--- config.mk ---
export PLATFORM = sky130hd
export DESIGN_NAME = csirx_top
export DESIGN_NICKNAME = d
export VERILOG_FILES = /design/src/design/csirx_pkg.sv /design/src/design/csirx_fifo.sv /design/src/design/csirx_top.sv
export SDC_FILE = /design/constraint.sdc
export NUM_CORES = 1
export LEC_CHECK = 0
export BUFFER_PORTS_ARGS = -buffer_cell sky130_fd_sc_hd__buf_2
export CORE_MARGIN = 4
export CORE_UTILIZATION = 25
export CTS_CLUSTER_DIAMETER = 200
export DETAILED_ROUTE_END_ITERATION = 16
export GPL_TIMING_DRIVEN = 0
export MAX_ROUTING_LAYER = met4
export SLEW_MARGIN = 20
export SYNTH_ARGS = -nofsm -noshare
export SYNTH_HDL_FRONTEND = slang
export SYNTH_SLANG_ARGS = --single-unit
--- constraint.sdc ---
create_clock -name sys_clk -period 11.2 [get_ports sys_clk]
set_input_delay 2.24 -clock sys_clk [delete_from_list [all_inputs] [get_ports sys_clk]]
set_output_delay 2.24 -clock sys_clk [all_outputs]
set_load 0.005 [all_outputs]
--- src/design/csirx_pkg.sv ---
// Functional notes
// [RULE1] Core supplies the calibration clock between 80 and 120 MHz.
// [RULE2] Both resets are used together, or neither of them. The testbench also pulses controller reset alone.
// [RULE3] PHY reset low holds all lane logic in reset.
// [RULE4] Controller reset low holds the packet logic in reset.
// [RULE5] Packets are taken only for channels whose enable bit is high.
// [RULE6] Lane count 00 uses lane 0, 01 lanes 0-1, 11 all four.
// [RULE7] Core changes the lane count only during reset.
// [RULE8] Per-channel vsync and hsync flag buses, high while active.
// [RULE9] 64-bit video word with data type and channel number.
// [RULE10] Each valid word carries its count of valid pixels.
// [RULE11] Eighteen error flags; the clear input resets them.
// [RULE12] Sleep flags for the clock lane and each data lane.
// [RULE13] Error 0 on an unrecognised escape entry.
// [RULE14] Errors 1 to 4 mark a payload checksum failure per channel.
// [RULE15] Error 5 when a burst lasts past the timeout.
// [RULE16] Header code: 6 single, 7 double, 8 any, 9 clean.
// [RULE17] Error 10 on frame end without frame start on its channel.
// [RULE18] Errors 11, 12, 13: bad length, bad channel, bad data type.
// [RULE19] Error 14 at frame end after checksum fault; 15 bad line sequence.
// [RULE20] Damaged leader: error 16 if recoverable, 17 if not.
// [RULE21] Clock and data settle times 40 to 2590 ns ignore transitions.
// [RULE22] Each pad pair maps to any lane role, with optional P/N swap.
// [RULE23] Data type changes only while hsync is low.
// [RULE24] Sender enters bursts by LP-11, LP-01, LP-00; leaves by LP-11.
// [RULE25] Error flags stay set until cleared or controller reset.
`default_nettype none
package csirx_pkg;
	localparam int LANE_N = 5;
	localparam int CLK_NS = 50;
	localparam int SETTLE_MIN_NS = 40;
	localparam int SETTLE_MAX_NS = 2590;
	localparam int SETTLE_MIN_CYC = (SETTLE_MIN_NS + CLK_NS - 1) / CLK_NS;
	localparam int SETTLE_MAX_CYC = SETTLE_MAX_NS / CLK_NS;
	localparam int HS_TMO_NS = 100000;
	localparam int HS_TMO_CYC = HS_TMO_NS / CLK_NS;
	localparam int FIFO_DEPTH = 4;
	localparam int FIFO_W = 35;
	localparam logic [1:0] LP11 = 2'h3;
	localparam logic [1:0] LP10 = 2'h2;
	localparam logic [1:0] LP01 = 2'h1;
	localparam logic [1:0] LP00 = 2'h0;
	localparam logic [7:0] LEADER = 8'hB8;
	localparam logic [5:0] DT_FS = 6'h00;
	localparam logic [5:0] DT_FE = 6'h01;
	localparam logic [5:0] DT_LONG = 6'h10;
	localparam logic [15:0] CRC_INIT = 16'hFFFF;
	localparam logic [15:0] CRC_POLY = 16'h8408;
	localparam logic [23:0] ECC_MASK [6] = '{24'hF12CB7, 24'hF2555B,
		24'h749A6D, 24'hB8E38E, 24'hDF03F0, 24'hEFFC00};
	localparam int E_ESC = 0;
	localparam int E_CRC0 = 1;
	localparam int E_TMO = 5;
	localparam int E_ECC1 = 6;
	localparam int E_ECC2 = 7;
	localparam int E_ECC = 8;
	localparam int E_ECC_OK = 9;
	localparam int E_FSYNC = 10;
	localparam int E_LEN = 11;
	localparam int E_VC = 12;
	localparam int E_DT = 13;
	localparam int E_FRAME = 14;
	localparam int E_CTRL = 15;
	localparam int E_SOT = 16;
	localparam int E_SOT_SYNC = 17;

	typedef enum logic [2:0] {LN_STOP = 3'h0, LN_REQ = 3'h1,
		LN_SETTLE = 3'h2, LN_HS = 3'h3, LN_ESC = 3'h4,
		LN_SLEEP = 3'h5} csirx_lane_t;
	typedef enum logic [2:0] {PK_H0 = 3'h0, PK_H1 = 3'h1, PK_H2 = 3'h2,
		PK_H3 = 3'h3, PK_PAY = 3'h4, PK_C0 = 3'h5, PK_C1 = 3'h6,
		PK_SKIP = 3'h7} csirx_pkt_t;

	function automatic logic [1:0] lane_line(input logic [2:0] role,
		input logic [4:0] p, input logic [4:0] n,
		input logic [14:0] map, input logic [4:0] swap);
		lane_line = LP11;
		for (int i = 0; i < LANE_N; i++)
			if (map[3*i +: 3] == role)
				lane_line = swap[i] ? {n[i], p[i]} : {p[i], n[i]};
	endfunction

	function automatic logic [5:0] settle_cyc(input logic [11:0] ns);
		logic [11:0] c;
		c = (ns < 12'(SETTLE_MIN_NS)) ? 12'(SETTLE_MIN_NS) : ns;
		c = (c > 12'(SETTLE_MAX_NS)) ? 12'(SETTLE_MAX_NS) : c;
		settle_cyc = 6'((c + 12'(CLK_NS - 1)) / 12'(CLK_NS));
	endfunction

	function automatic logic [5:0] ecc6(input logic [23:0] d);
		ecc6 = 6'h00;
		for (int i = 0; i < 6; i++)
			ecc6[i] = ^(d & ECC_MASK[i]);
	endfunction

	function automatic logic ecc_single(input logic [5:0] syn);
		logic [5:0] col;
		ecc_single = (syn & (syn - 6'h01)) == 6'h00;
		for (int i = 0; i < 24; i++)
		begin
			for (int j = 0; j < 6; j++)
				col[j] = ECC_MASK[j][i];
			if (col == syn)
				ecc_single = 1'b1;
		end
	endfunction

	function automatic logic [15:0] crc_byte(input logic [15:0] c,
		input logic [7:0] b);
		crc_byte = c;
		for (int i = 0; i < 8; i++)
			crc_byte = (crc_byte >> 1) ^
				((crc_byte[0] ^ b[i]) ? CRC_POLY : 16'h0000);
	endfunction

	function automatic logic type_ok(input logic [5:0] dt);
		type_ok = dt inside {[6'h18:6'h1A], [6'h1C:6'h24],
			[6'h28:6'h2D], [6'h30:6'h37]};
	endfunction

	function automatic logic [1:0] last_lane(input logic [1:0] cnt);
		last_lane = (cnt == 2'h3) ? 2'h3 : ((cnt == 2'h1) ? 2'h1 : 2'h0);
	endfunction
endpackage
`default_nettype wire

--- src/design/csirx_fifo.sv ---
`default_nettype none
module csirx_fifo #(parameter int WIDTH = 8, parameter int DEPTH = 4)
(
	input wire logic clk,
	input wire logic rst_n,
	input wire logic in_valid,
	output logic in_ready,
	input wire logic [WIDTH-1:0] in_data,
	output logic out_valid,
	input wire logic out_ready,
	output logic [WIDTH-1:0] out_data
);
	localparam int AW = $clog2(DEPTH);
	logic [WIDTH-1:0] mem [DEPTH];
	logic [AW-1:0] wr_reg;
	logic [AW-1:0] rd_reg;
	logic [AW:0] cnt_reg;
	wire push = in_valid && in_ready;
	wire pop = out_valid && out_ready;
	assign in_ready = cnt_reg != (AW + 1)'(DEPTH);
	assign out_valid = cnt_reg != '0;
	assign out_data = mem[rd_reg];
	always_ff @(posedge clk or negedge rst_n)
		if (!rst_n)
		begin
			wr_reg <= '0;
			rd_reg <= '0;
			cnt_reg <= '0;
		end
		else
		begin
			wr_reg <= push ? wr_reg + 1'b1 : wr_reg;
			rd_reg <= pop ? rd_reg + 1'b1 : rd_reg;
			cnt_reg <= cnt_reg + (AW + 1)'(push) - (AW + 1)'(pop);
		end
	// Storage needs no reset; only pointers gate its use
	always_ff @(posedge clk)
		if (push)
			mem[wr_reg] <= in_data;
endmodule // csirx_fifo
`default_nettype wire

--- src/design/csirx_top.sv ---
`default_nettype none
module csirx_top
(
	input wire logic sys_clk,
	input wire logic rst_n,
	input wire logic phy_reset_low,
	input wire logic controller_reset_low,
	input wire logic [csirx_pkg::LANE_N-1:0] receive_pad_positive,
	input wire logic [csirx_pkg::LANE_N-1:0] receive_pad_negative,
	input wire logic [14:0] lane_role_map,
	input wire logic [csirx_pkg::LANE_N-1:0] lane_swap_pn,
	input wire logic [11:0] clock_settle_interval,
	input wire logic [11:0] data_settle_interval,
	input wire logic [3:0] channel_enable_mask,
	input wire logic [1:0] lane_count,
	input wire logic error_clear,
	output logic [3:0] vsync_flags,
	output logic [3:0] hsync_flags,
	output logic video_valid,
	output logic [3:0] pixel_count,
	output logic [63:0] video_data,
	output logic [5:0] data_type,
	output logic [1:0] virtual_channel_id,
	output logic [17:0] error_flags,
	output logic clock_lane_sleep,
	output logic [3:0] data_lane_sleep_flags
);
	import csirx_pkg::*;

	wire phy_rst_n = rst_n & phy_reset_low; // [RULE3]
	wire ctl_rst_n = rst_n & controller_reset_low; // [RULE4]

	logic [4:0] p_meta_reg, p_sync_reg, n_meta_reg, n_sync_reg;
	logic [1:0] line [LANE_N];
	csirx_lane_t st_reg [LANE_N];
	csirx_lane_t st_next [LANE_N];
	logic [5:0] cnt_reg [LANE_N];
	logic [5:0] cnt_next [LANE_N];
	logic [LANE_N-1:0] act;
	logic esc_bad, seq_bad;
	logic [1:0] last_idx;
	logic ck_prev_reg, grp_reg, lead_reg, drop_reg, eot_reg;
	logic [2:0] bit_reg;
	logic [7:0] sh_reg [4];
	logic [11:0] hs_cnt_reg;
	logic [17:0] phy_err, pkt_err, err_set;

	always_ff @(posedge sys_clk or negedge phy_rst_n)
		if (!phy_rst_n)
		begin
			p_meta_reg <= 5'h1F;
			p_sync_reg <= 5'h1F;
			n_meta_reg <= 5'h1F;
			n_sync_reg <= 5'h1F;
		end
		else
		begin
			p_meta_reg <= receive_pad_positive;
			p_sync_reg <= p_meta_reg;
			n_meta_reg <= receive_pad_negative;
			n_sync_reg <= n_meta_reg;
		end

	assign last_idx = last_lane(lane_count);
	always_comb
	begin
		esc_bad = 1'b0;
		seq_bad = 1'b0;
		for (int r = 0; r < LANE_N; r++)
		begin
			line[r] = lane_line(3'(r), p_sync_reg, n_sync_reg,
				lane_role_map, lane_swap_pn); // [RULE22]
			act[r] = (r == 0) || (r <= int'(last_idx) + 1); // [RULE6]
			st_next[r] = st_reg[r];
			cnt_next[r] = cnt_reg[r];
			unique case (st_reg[r])
				LN_STOP:
					if (line[r] == LP01)
						st_next[r] = LN_REQ;
					else if (line[r] == LP10)
						st_next[r] = LN_ESC;
					else if (line[r] == LP00)
						seq_bad = 1'b1; // [RULE19]
				LN_REQ:
					if (line[r] == LP00)
					begin
						st_next[r] = LN_SETTLE; // [RULE24]
						cnt_next[r] = settle_cyc((r == 0) ?
							clock_settle_interval : data_settle_interval);
					end
					else if (line[r] != LP01)
					begin
						st_next[r] = LN_STOP;
						seq_bad = seq_bad || line[r] != LP11; // [RULE19]
					end
				LN_SETTLE:
					// Lines are ignored until the settle count runs out
					if (cnt_reg[r] == 6'h00)
						st_next[r] = LN_HS; // [RULE21]
					else
						cnt_next[r] = cnt_reg[r] - 6'h01;
				LN_HS:
					if (line[r] == LP11)
						st_next[r] = LN_STOP;
				LN_ESC:
					if (line[r] == LP00)
						st_next[r] = LN_SLEEP;
					else if (line[r] != LP10)
					begin
						st_next[r] = LN_STOP;
						esc_bad = esc_bad || line[r] != LP11; // [RULE13]
					end
				LN_SLEEP:
					if (line[r] == LP11)
						st_next[r] = LN_STOP;
				default:
					st_next[r] = LN_STOP;
			endcase
			if (!act[r])
				st_next[r] = LN_STOP;
		end
	end

	always_ff @(posedge sys_clk or negedge phy_rst_n)
		if (!phy_rst_n)
			for (int r = 0; r < LANE_N; r++)
			begin
				st_reg[r] <= LN_STOP;
				cnt_reg[r] <= 6'h00;
			end
		else
			for (int r = 0; r < LANE_N; r++)
			begin
				st_reg[r] <= st_next[r];
				cnt_reg[r] <= cnt_next[r];
			end

	assign clock_lane_sleep = st_reg[0] == LN_SLEEP; // [RULE12]
	always_comb
		for (int r = 0; r < 4; r++)
			data_lane_sleep_flags[r] = st_reg[r+1] == LN_SLEEP; // [RULE12]

	wire hs_on = st_reg[1] == LN_HS;
	wire hs_edge = st_reg[0] == LN_HS && hs_on && line[0][1] && !ck_prev_reg;
	wire hs_end = hs_on && st_next[1] != LN_HS;
	wire [7:0] lead_diff = sh_reg[0] ^ LEADER;
	wire lead_one = (lead_diff & (lead_diff - 8'h01)) == 8'h00;
	logic fifo_in_valid, fifo_in_ready, fifo_out_valid, fifo_out_ready;
	logic [FIFO_W-1:0] fifo_out;
	wire grp_push = grp_reg && !lead_reg && !drop_reg;
	assign fifo_in_valid = grp_push || eot_reg;

	always_ff @(posedge sys_clk or negedge phy_rst_n)
		if (!phy_rst_n)
		begin
			ck_prev_reg <= 1'b0;
			grp_reg <= 1'b0;
			lead_reg <= 1'b1;
			drop_reg <= 1'b0;
			eot_reg <= 1'b0;
			bit_reg <= 3'h0;
			hs_cnt_reg <= 12'h000;
			for (int r = 0; r < 4; r++)
				sh_reg[r] <= 8'h00;
		end
		else
		begin
			ck_prev_reg <= line[0][1];
			grp_reg <= hs_edge && bit_reg == 3'h7;
			bit_reg <= !hs_on ? 3'h0 : bit_reg + 3'(hs_edge);
			lead_reg <= !hs_on || (lead_reg && !grp_reg);
			drop_reg <= hs_on && (drop_reg ||
				(grp_reg && lead_reg && !lead_one)); // [RULE20]
			// EOT waits for room so it stays behind its last bytes
			eot_reg <= hs_end || (eot_reg && !fifo_in_ready);
			hs_cnt_reg <= (hs_on && hs_cnt_reg != 12'(HS_TMO_CYC)) ?
				hs_cnt_reg + 12'h001 : (hs_on ? hs_cnt_reg : 12'h000);
			for (int r = 0; r < 4; r++)
				if (hs_edge)
					sh_reg[r] <= {line[r+1][1], sh_reg[r][7:1]};
		end

	always_comb
	begin
		phy_err = 18'h00000;
		phy_err[E_ESC] = esc_bad; // [RULE13]
		phy_err[E_CTRL] = seq_bad; // [RULE19]
		phy_err[E_TMO] = hs_on &&
			hs_cnt_reg == 12'(HS_TMO_CYC - 1); // [RULE15]
		phy_err[E_SOT] = grp_reg && lead_reg && lead_one &&
			lead_diff != 8'h00; // [RULE20]
		phy_err[E_SOT_SYNC] = grp_reg && lead_reg && !lead_one; // [RULE20]
		phy_err[E_LEN] = grp_push && !fifo_in_ready; // [RULE18]
	end

	csirx_fifo #(.WIDTH(FIFO_W), .DEPTH(FIFO_DEPTH)) u_fifo
	(
		.clk(sys_clk),
		.rst_n(phy_rst_n),
		.in_valid(fifo_in_valid),
		.in_ready(fifo_in_ready),
		.in_data({eot_reg && !grp_push, last_idx, sh_reg[3], sh_reg[2],
			sh_reg[1], sh_reg[0]}),
		.out_valid(fifo_out_valid),
		.out_ready(fifo_out_ready),
		.out_data(fifo_out)
	);

	logic [1:0] bidx_reg;
	wire is_eot = fifo_out[34];
	wire at_last = bidx_reg == fifo_out[33:32];
	wire byte_v = fifo_out_valid && !is_eot;
	wire eot_v = fifo_out_valid && is_eot;
	wire [7:0] rx_byte = fifo_out[8*bidx_reg +: 8];
	assign fifo_out_ready = fifo_out_valid && (is_eot || at_last);

	csirx_pkt_t pk_reg, pk_next;
	logic [7:0] di_reg, di_next, clo_reg, clo_next;
	logic [15:0] wc_reg, wc_next, left_reg, left_next, crc_reg, crc_next;
	logic [3:0] vs_next, hs_next, fcrc_reg, fcrc_next, pc_reg, pc_next;
	logic [63:0] pix_reg, pix_next, vd_next;
	logic [5:0] dt_next, syn;
	logic [1:0] vc_next;
	logic out_v;
	wire [1:0] vc = di_reg[7:6];
	wire [5:0] dt = di_reg[5:0];
	wire chan_ok = channel_enable_mask[vc];
	assign syn = ecc6({wc_reg, di_reg}) ^ rx_byte[5:0];

	always_comb
	begin
		pk_next = pk_reg;
		{di_next, clo_next, wc_next} = {di_reg, clo_reg, wc_reg};
		{left_next, crc_next, fcrc_next} = {left_reg, crc_reg, fcrc_reg};
		{vs_next, hs_next, pix_next} = {vsync_flags, hsync_flags, pix_reg};
		{vd_next, dt_next, vc_next} = {video_data, data_type,
			virtual_channel_id};
		pc_next = pc_reg;
		out_v = 1'b0;
		pkt_err = 18'h00000;
		if (eot_v)
		begin
			pkt_err[E_LEN] = pk_reg != PK_H0 && pk_reg != PK_SKIP; // [RULE18]
			hs_next = 4'h0;
			pc_next = 4'h0;
			pk_next = PK_H0;
		end
		else if (byte_v)
			unique case (pk_reg)
				PK_H0:
				begin
					di_next = rx_byte;
					pk_next = PK_H1;
				end
				PK_H1:
				begin
					wc_next[7:0] = rx_byte;
					pk_next = PK_H2;
				end
				PK_H2:
				begin
					wc_next[15:8] = rx_byte;
					pk_next = PK_H3;
				end
				PK_H3:
				begin
					pkt_err[E_ECC_OK] = syn == 6'h00; // [RULE16]
					pkt_err[E_ECC] = syn != 6'h00; // [RULE16]
					pkt_err[E_ECC1] = syn != 6'h00 && ecc_single(syn);
					pkt_err[E_ECC2] = syn != 6'h00 && !ecc_single(syn);
					pk_next = PK_H0;
					if (pkt_err[E_ECC2])
						pk_next = dt < DT_LONG ? PK_H0 : PK_SKIP;
					else if (!chan_ok)
					begin
						pkt_err[E_VC] = 1'b1; // [RULE18]
						pk_next = dt < DT_LONG ? PK_H0 : PK_SKIP; // [RULE5]
					end
					else if (dt == DT_FS)
					begin
						vs_next[vc] = 1'b1; // [RULE8]
						fcrc_next[vc] = 1'b0;
					end
					else if (dt == DT_FE)
					begin
						pkt_err[E_FSYNC] = !vsync_flags[vc]; // [RULE17]
						pkt_err[E_FRAME] = fcrc_reg[vc]; // [RULE19]
						vs_next[vc] = 1'b0;
					end
					else if (dt >= DT_LONG && !type_ok(dt))
					begin
						pkt_err[E_DT] = 1'b1; // [RULE18]
						pk_next = PK_SKIP;
					end
					else if (dt >= DT_LONG && wc_reg == 16'h0000)
						pkt_err[E_LEN] = 1'b1; // [RULE18]
					else if (dt >= DT_LONG)
					begin
						hs_next[vc] = 1'b1; // [RULE8]
						dt_next = dt; // [RULE23]
						vc_next = vc; // [RULE9]
						left_next = wc_reg;
						crc_next = CRC_INIT;
						pk_next = PK_PAY;
					end
				end
				PK_PAY:
				begin
					crc_next = crc_byte(crc_reg, rx_byte);
					pix_next[8*pc_reg[2:0] +: 8] = rx_byte;
					pc_next = pc_reg + 4'h1;
					left_next = left_reg - 16'h0001;
					// Short word only at line end; pixel packing is raw bytes
					if (pc_next == 4'h8 || left_reg == 16'h0001)
					begin
						out_v = 1'b1; // [RULE10]
						vd_next = pix_next; // [RULE9]
						pc_next = 4'h0;
					end
					if (left_reg == 16'h0001)
						pk_next = PK_C0;
				end
				PK_C0:
				begin
					clo_next = rx_byte;
					pk_next = PK_C1;
				end
				PK_C1:
				begin
					if ({rx_byte, clo_reg} != crc_reg)
					begin
						pkt_err[E_CRC0 + int'(vc)] = 1'b1; // [RULE14]
						fcrc_next[vc] = 1'b1;
					end
					hs_next[vc] = 1'b0;
					pk_next = PK_H0;
				end
				PK_SKIP: pk_next = PK_SKIP;
			endcase
	end

	assign err_set = phy_err | pkt_err;

	always_ff @(posedge sys_clk or negedge ctl_rst_n)
		if (!ctl_rst_n)
		begin
			pk_reg <= PK_H0;
			bidx_reg <= 2'h0;
			{di_reg, clo_reg, wc_reg, left_reg} <= '0;
			{crc_reg, fcrc_reg, pc_reg, pix_reg} <= '0;
			{vsync_flags, hsync_flags, video_valid} <= '0;
			{video_data, data_type, virtual_channel_id} <= '0;
			pixel_count <= 4'h0;
			error_flags <= 18'h00000;
		end
		else
		begin
			pk_reg <= pk_next;
			bidx_reg <= (!byte_v || at_last) ? 2'h0 : bidx_reg + 2'h1;
			{di_reg, clo_reg, wc_reg, left_reg} <= {di_next, clo_next,
				wc_next, left_next};
			{crc_reg, fcrc_reg, pc_reg, pix_reg} <= {crc_next, fcrc_next,
				pc_next, pix_next};
			{vsync_flags, hsync_flags} <= {vs_next, hs_next};
			video_valid <= out_v;
			pixel_count <= out_v ? pc_reg + 4'h1 : pixel_count; // [RULE10]
			{video_data, data_type, virtual_channel_id} <= {vd_next,
				dt_next, vc_next};
			// A new event wins over a clear in the same cycle
			error_flags <= (error_clear ? 18'h00000 : error_flags)
				| err_set; // [RULE11] [RULE25]
		end

	a_err_sticky: assert property (@(posedge sys_clk) disable iff (!ctl_rst_n)
		(($past(error_flags) & ~error_flags) != 18'h00000)
		|-> $past(error_clear)) else $error("error flag dropped"); // [RULE25]
	a_err_clear: assert property (@(posedge sys_clk) disable iff (!ctl_rst_n)
		error_clear |=> (error_flags & ~$past(err_set)) == 18'h00000)
		else $error("clear left flags set"); // [RULE11]
	a_type_quiet: assert property (@(posedge sys_clk) disable iff (!ctl_rst_n)
		$changed(data_type) |-> $past(hsync_flags) == 4'h0)
		else $error("type changed during hsync"); // [RULE23]
	a_vsync_enable: assert property (@(posedge sys_clk)
		disable iff (!ctl_rst_n)
		(vsync_flags & ~$past(vsync_flags) & ~$past(channel_enable_mask))
		== 4'h0) else $error("vsync on disabled channel"); // [RULE5]
	a_count_range: assert property (@(posedge sys_clk)
		disable iff (!ctl_rst_n)
		video_valid |-> pixel_count inside {[4'h1:4'h8]})
		else $error("bad pixel count"); // [RULE10]
	a_lane_single: assert property (@(posedge sys_clk)
		disable iff (!phy_rst_n)
		lane_count == 2'h0 && $past(lane_count) == 2'h0
		|-> st_reg[2] == LN_STOP) else $error("lane 1 used"); // [RULE6]
	a_settle_hold: assert property (@(posedge sys_clk)
		disable iff (!phy_rst_n)
		st_reg[1] == LN_HS && $past(st_reg[1]) == LN_SETTLE
		|-> $past(st_reg[1], 2) == LN_SETTLE)
		else $error("settle too short"); // [RULE21]
	a_sleep_entry: assert property (@(posedge sys_clk)
		disable iff (!phy_rst_n)
		$rose(clock_lane_sleep) |-> $past(st_reg[0]) == LN_ESC)
		else $error("sleep without escape"); // [RULE12]
endmodule // csirx_top
`default_nettype wire

==> metrics.cfg <==
[outcome]
status = complete, no violations

[die]
row_count = 120
start_util = 0.2529
core_area_sq_um = 107700
die_h_um = 338.0
boundaryPins = 173
dieArea_sq_um = 114200
dieWidth_um = 338.0

[logic_synthesis]
synth_top_family_by_area = compound AO/OA/AOI/OAI gates
ys_top_cells_by_count = dfrtp_1 (347), nand2_1 (300), o21ai_0 (250), nor2_1 (230), a21oi_1 (141)
synth_area_per_cell_sq_um = 10.23
ys_ff_latch = 508
yosysSeqAreaShare = 0.4937
yosysTopAreaCellShare = 0.3190
synth.distinct_cells = 96
synth_area_leaders = dfrtp_1 (32%), edfxtp_1 (15%), o21ai_0 (4.6%)
async_flop_share = 0.7244
synth_top_area_cell = dfrtp_1
synth_edf_count = 140
yosys.area_share.xor_xnor = 0.04104
synth_compound_area_frac = 0.1558
synth_cells = 2660
synth_nets = 2789
yosysWarnings = 0
synthAdderAreaFrac = 0.03079
synthFlopType = dfrtp_1
muxShareOfSynthArea = 0.09271
synth_area_sq_um = 27220
yosys.area_share.simple = 0.1551
synth.most_common_cell = dfrtp_1

[sta]
worstMarginPinSlew_ns = 1.104
hold_violations = 0
slew_violations = 0
finalCriticalPeriod_ns = 9.375
min_period_over_period = 0.8370
fmaxAchievable_ghz = 0.1067
hold_ws_ns = 0.3552
setup_violations = 0
rsz0062_at_grt = false
skew_ns = 0.04663
slew_headroom = 0.2564

[worst_setup_path]
crit_family = compound AO/OA/AOI/OAI gates
critical_path.cell_chain = buf_2, or4_1, a311oi_1, nand2b_1, clkbuf_1, nand2_1, ha_1, a311oi_2, nor2_1, o21ai_1, nor2_1, a211oi_1, nand3_1, mux2i_1, or4_1, clkbuf_1, a41oi_1, nand3_1, o21a_1, mux2i_1, a211oi_1, a221oi_1, o21ai_1, o21ai_0
path_class = primary input to flip-flop
startpoint_type = primary input
crit_slowest_cell = a211oi_1
crit_fanout = 10
critPathBufInv = 3
arrival_ns = 9.86
slowest_delay_ns = 0.81
end_kind = flip-flop
crit_required_ns = 11.68

[job]
drv_cap = 0

[grt]
busiest_layer = met2
grtUsageMet2 = 0.2001
antenna_found_initial = 0
grt_pass1_wl_mm = 115.2
use_met3 = 0.03156
grt_pass1_vias = 20310
grt_use_met1 = 0.1716
track_usage = 0.1288
grt-ovfl-total = 0
grt_start_max_net_pins = 55

[routing]
post-route-drc-count = 0
num_vias = 21120
wl_per_cell_um = 16.82
drt_iter0_drc = 1602
ant_nets = 0
vias_per_cell = 4.875
drt_pass1_iterations = 6
wl_mm = 72.89

[place]
gp_congestion = 0.8802
port_buffers = 163
dp_hpwl_mm = 52.91

[clock_tree]
path_clk_slew_ns = 0.06
cts.sinks = 508
cts_tree = built
clk_path_buf_depth = 3
ctsHoldBuffers = 0
ctsRootBufferMaster = clkbuf_16
cts_htree_levels = 2
clock_latency_ns = 0.62
cts.repair.resized = 0
cts_inserted_buffers = 51
post_cts_buffers = 0

[min_path]
hold_class = flip-flop to flip-flop

[layout]
fillers = 11150
layout-drive-gt1-share = 0.1553
syn_to_final_growth_pct = 16.70
largest_reg_flops = 140
final_core_util = 0.2951
num_antenna_cells = 0
nets = 3018

[pwr]
peakVddDrop_mv = 0.3918
powerDensity_nw_per_um2 = 238.2
leakagePower_nw = 12.97

-- cell families after synthesis --
group	Yosys count
muxes	185
xor gates and xnor gates	126
adders and majority gates	67
buffers and inverters	216
DFF	508
AOI/OAI and AO/OA	667
and+or+nand+nor	891
-- metal layers --
metal / vias up / wire length, um
met5: - / 0
li1: 10150 / -
met1: 10350 / 33620
met3: 84 / 5063
met2: 544 / 32980
met4: 0 / 1226
-- final timing paths --
path,end,slack [ns],cells after the start,from
max,cnt_reg[12],1.83,24,data_settle_interval[10]
min,n_sync_reg[2],0.36,0,n_meta_reg[2]
max reg2reg,left_reg[9],4.69,18,u_fifo.rd_reg[1]
min reg2reg,n_sync_reg[2],0.36,0,n_meta_reg[2]
max in group asynchronous,video_data[12],8.49,5,rst_n
min in group asynchronous,error_flags[4],1.53,2,controller_reset_low
-- power breakdown --
part	total, W	internal, W	leakage [nW]	switching (W)
registers	0.00233	0.00212	6.25	0.000212
logic	0.00353	0.00143	5.93	0.00209
clock network	0.00171	0.000944	0.791	0.000764
total	0.00757	0.00450	13.0	0.00307
-- worst register-to-register path, delay by kind of cell (launching register included) --
kind            cells  cell delay, ns
flops               1            0.32
buf+inv             5            2.41
simple gates        5            1.25
compound gates      4            0.93
mux                 2            0.89
xor+xnor            2            0.56
-- metrics by stage --
stage                     setup WS (ns)  power [W]  area (sq um)  setup TNS (ns)  cells
after floorplan                   1.064   0.005117         27220               0   2660
after global placement           -2.941   0.005820         29790         -707.27   4226
after detailed placement         0.9607   0.005888         30100               0   4239
after CTS                         1.642   0.007633         31760               0   4333
after global routing              1.136   0.008064         31770               0   4333
final                             1.825   0.007569         31770               0   4333
-- placed cells by master, fill, tap and decap left out, drive strengths merged, types with 16 or more instances in the layout --
cell type    n
nand2b      26
xor2        50
nand3       58
and2        35
a211oi      22
nor3b       18
or3         17
and3        19
inv         88
nand4       20
mux2i       62
edfxtp     140
dfrtp      347
ha          63
nand2      300
xnor2       75
nor3        69
dfstp       21
a22o        16
nor2b       22
nor4        24
clkinv      21
or2         17
o21ai      261
a31oi       43
mux2        77
mux4        46
buf        195
a21oi      141
clkbuf     174
nor2       231
-- area by class of cell --
class	instances	area, sq um	area share
sequential	508	13440	0.4230
multi-input combinational	1936	12970	0.4083
tap	1403	1755	0.05526
clock buffer	64	1325	0.04171
timing repair buffer	176	1109	0.03489
buffer	129	514.2	0.01619
clock inverter	30	330.3	0.01040
inverter	87	326.6	0.01028
No activity file was read; power rests on OpenSTA's default activity.
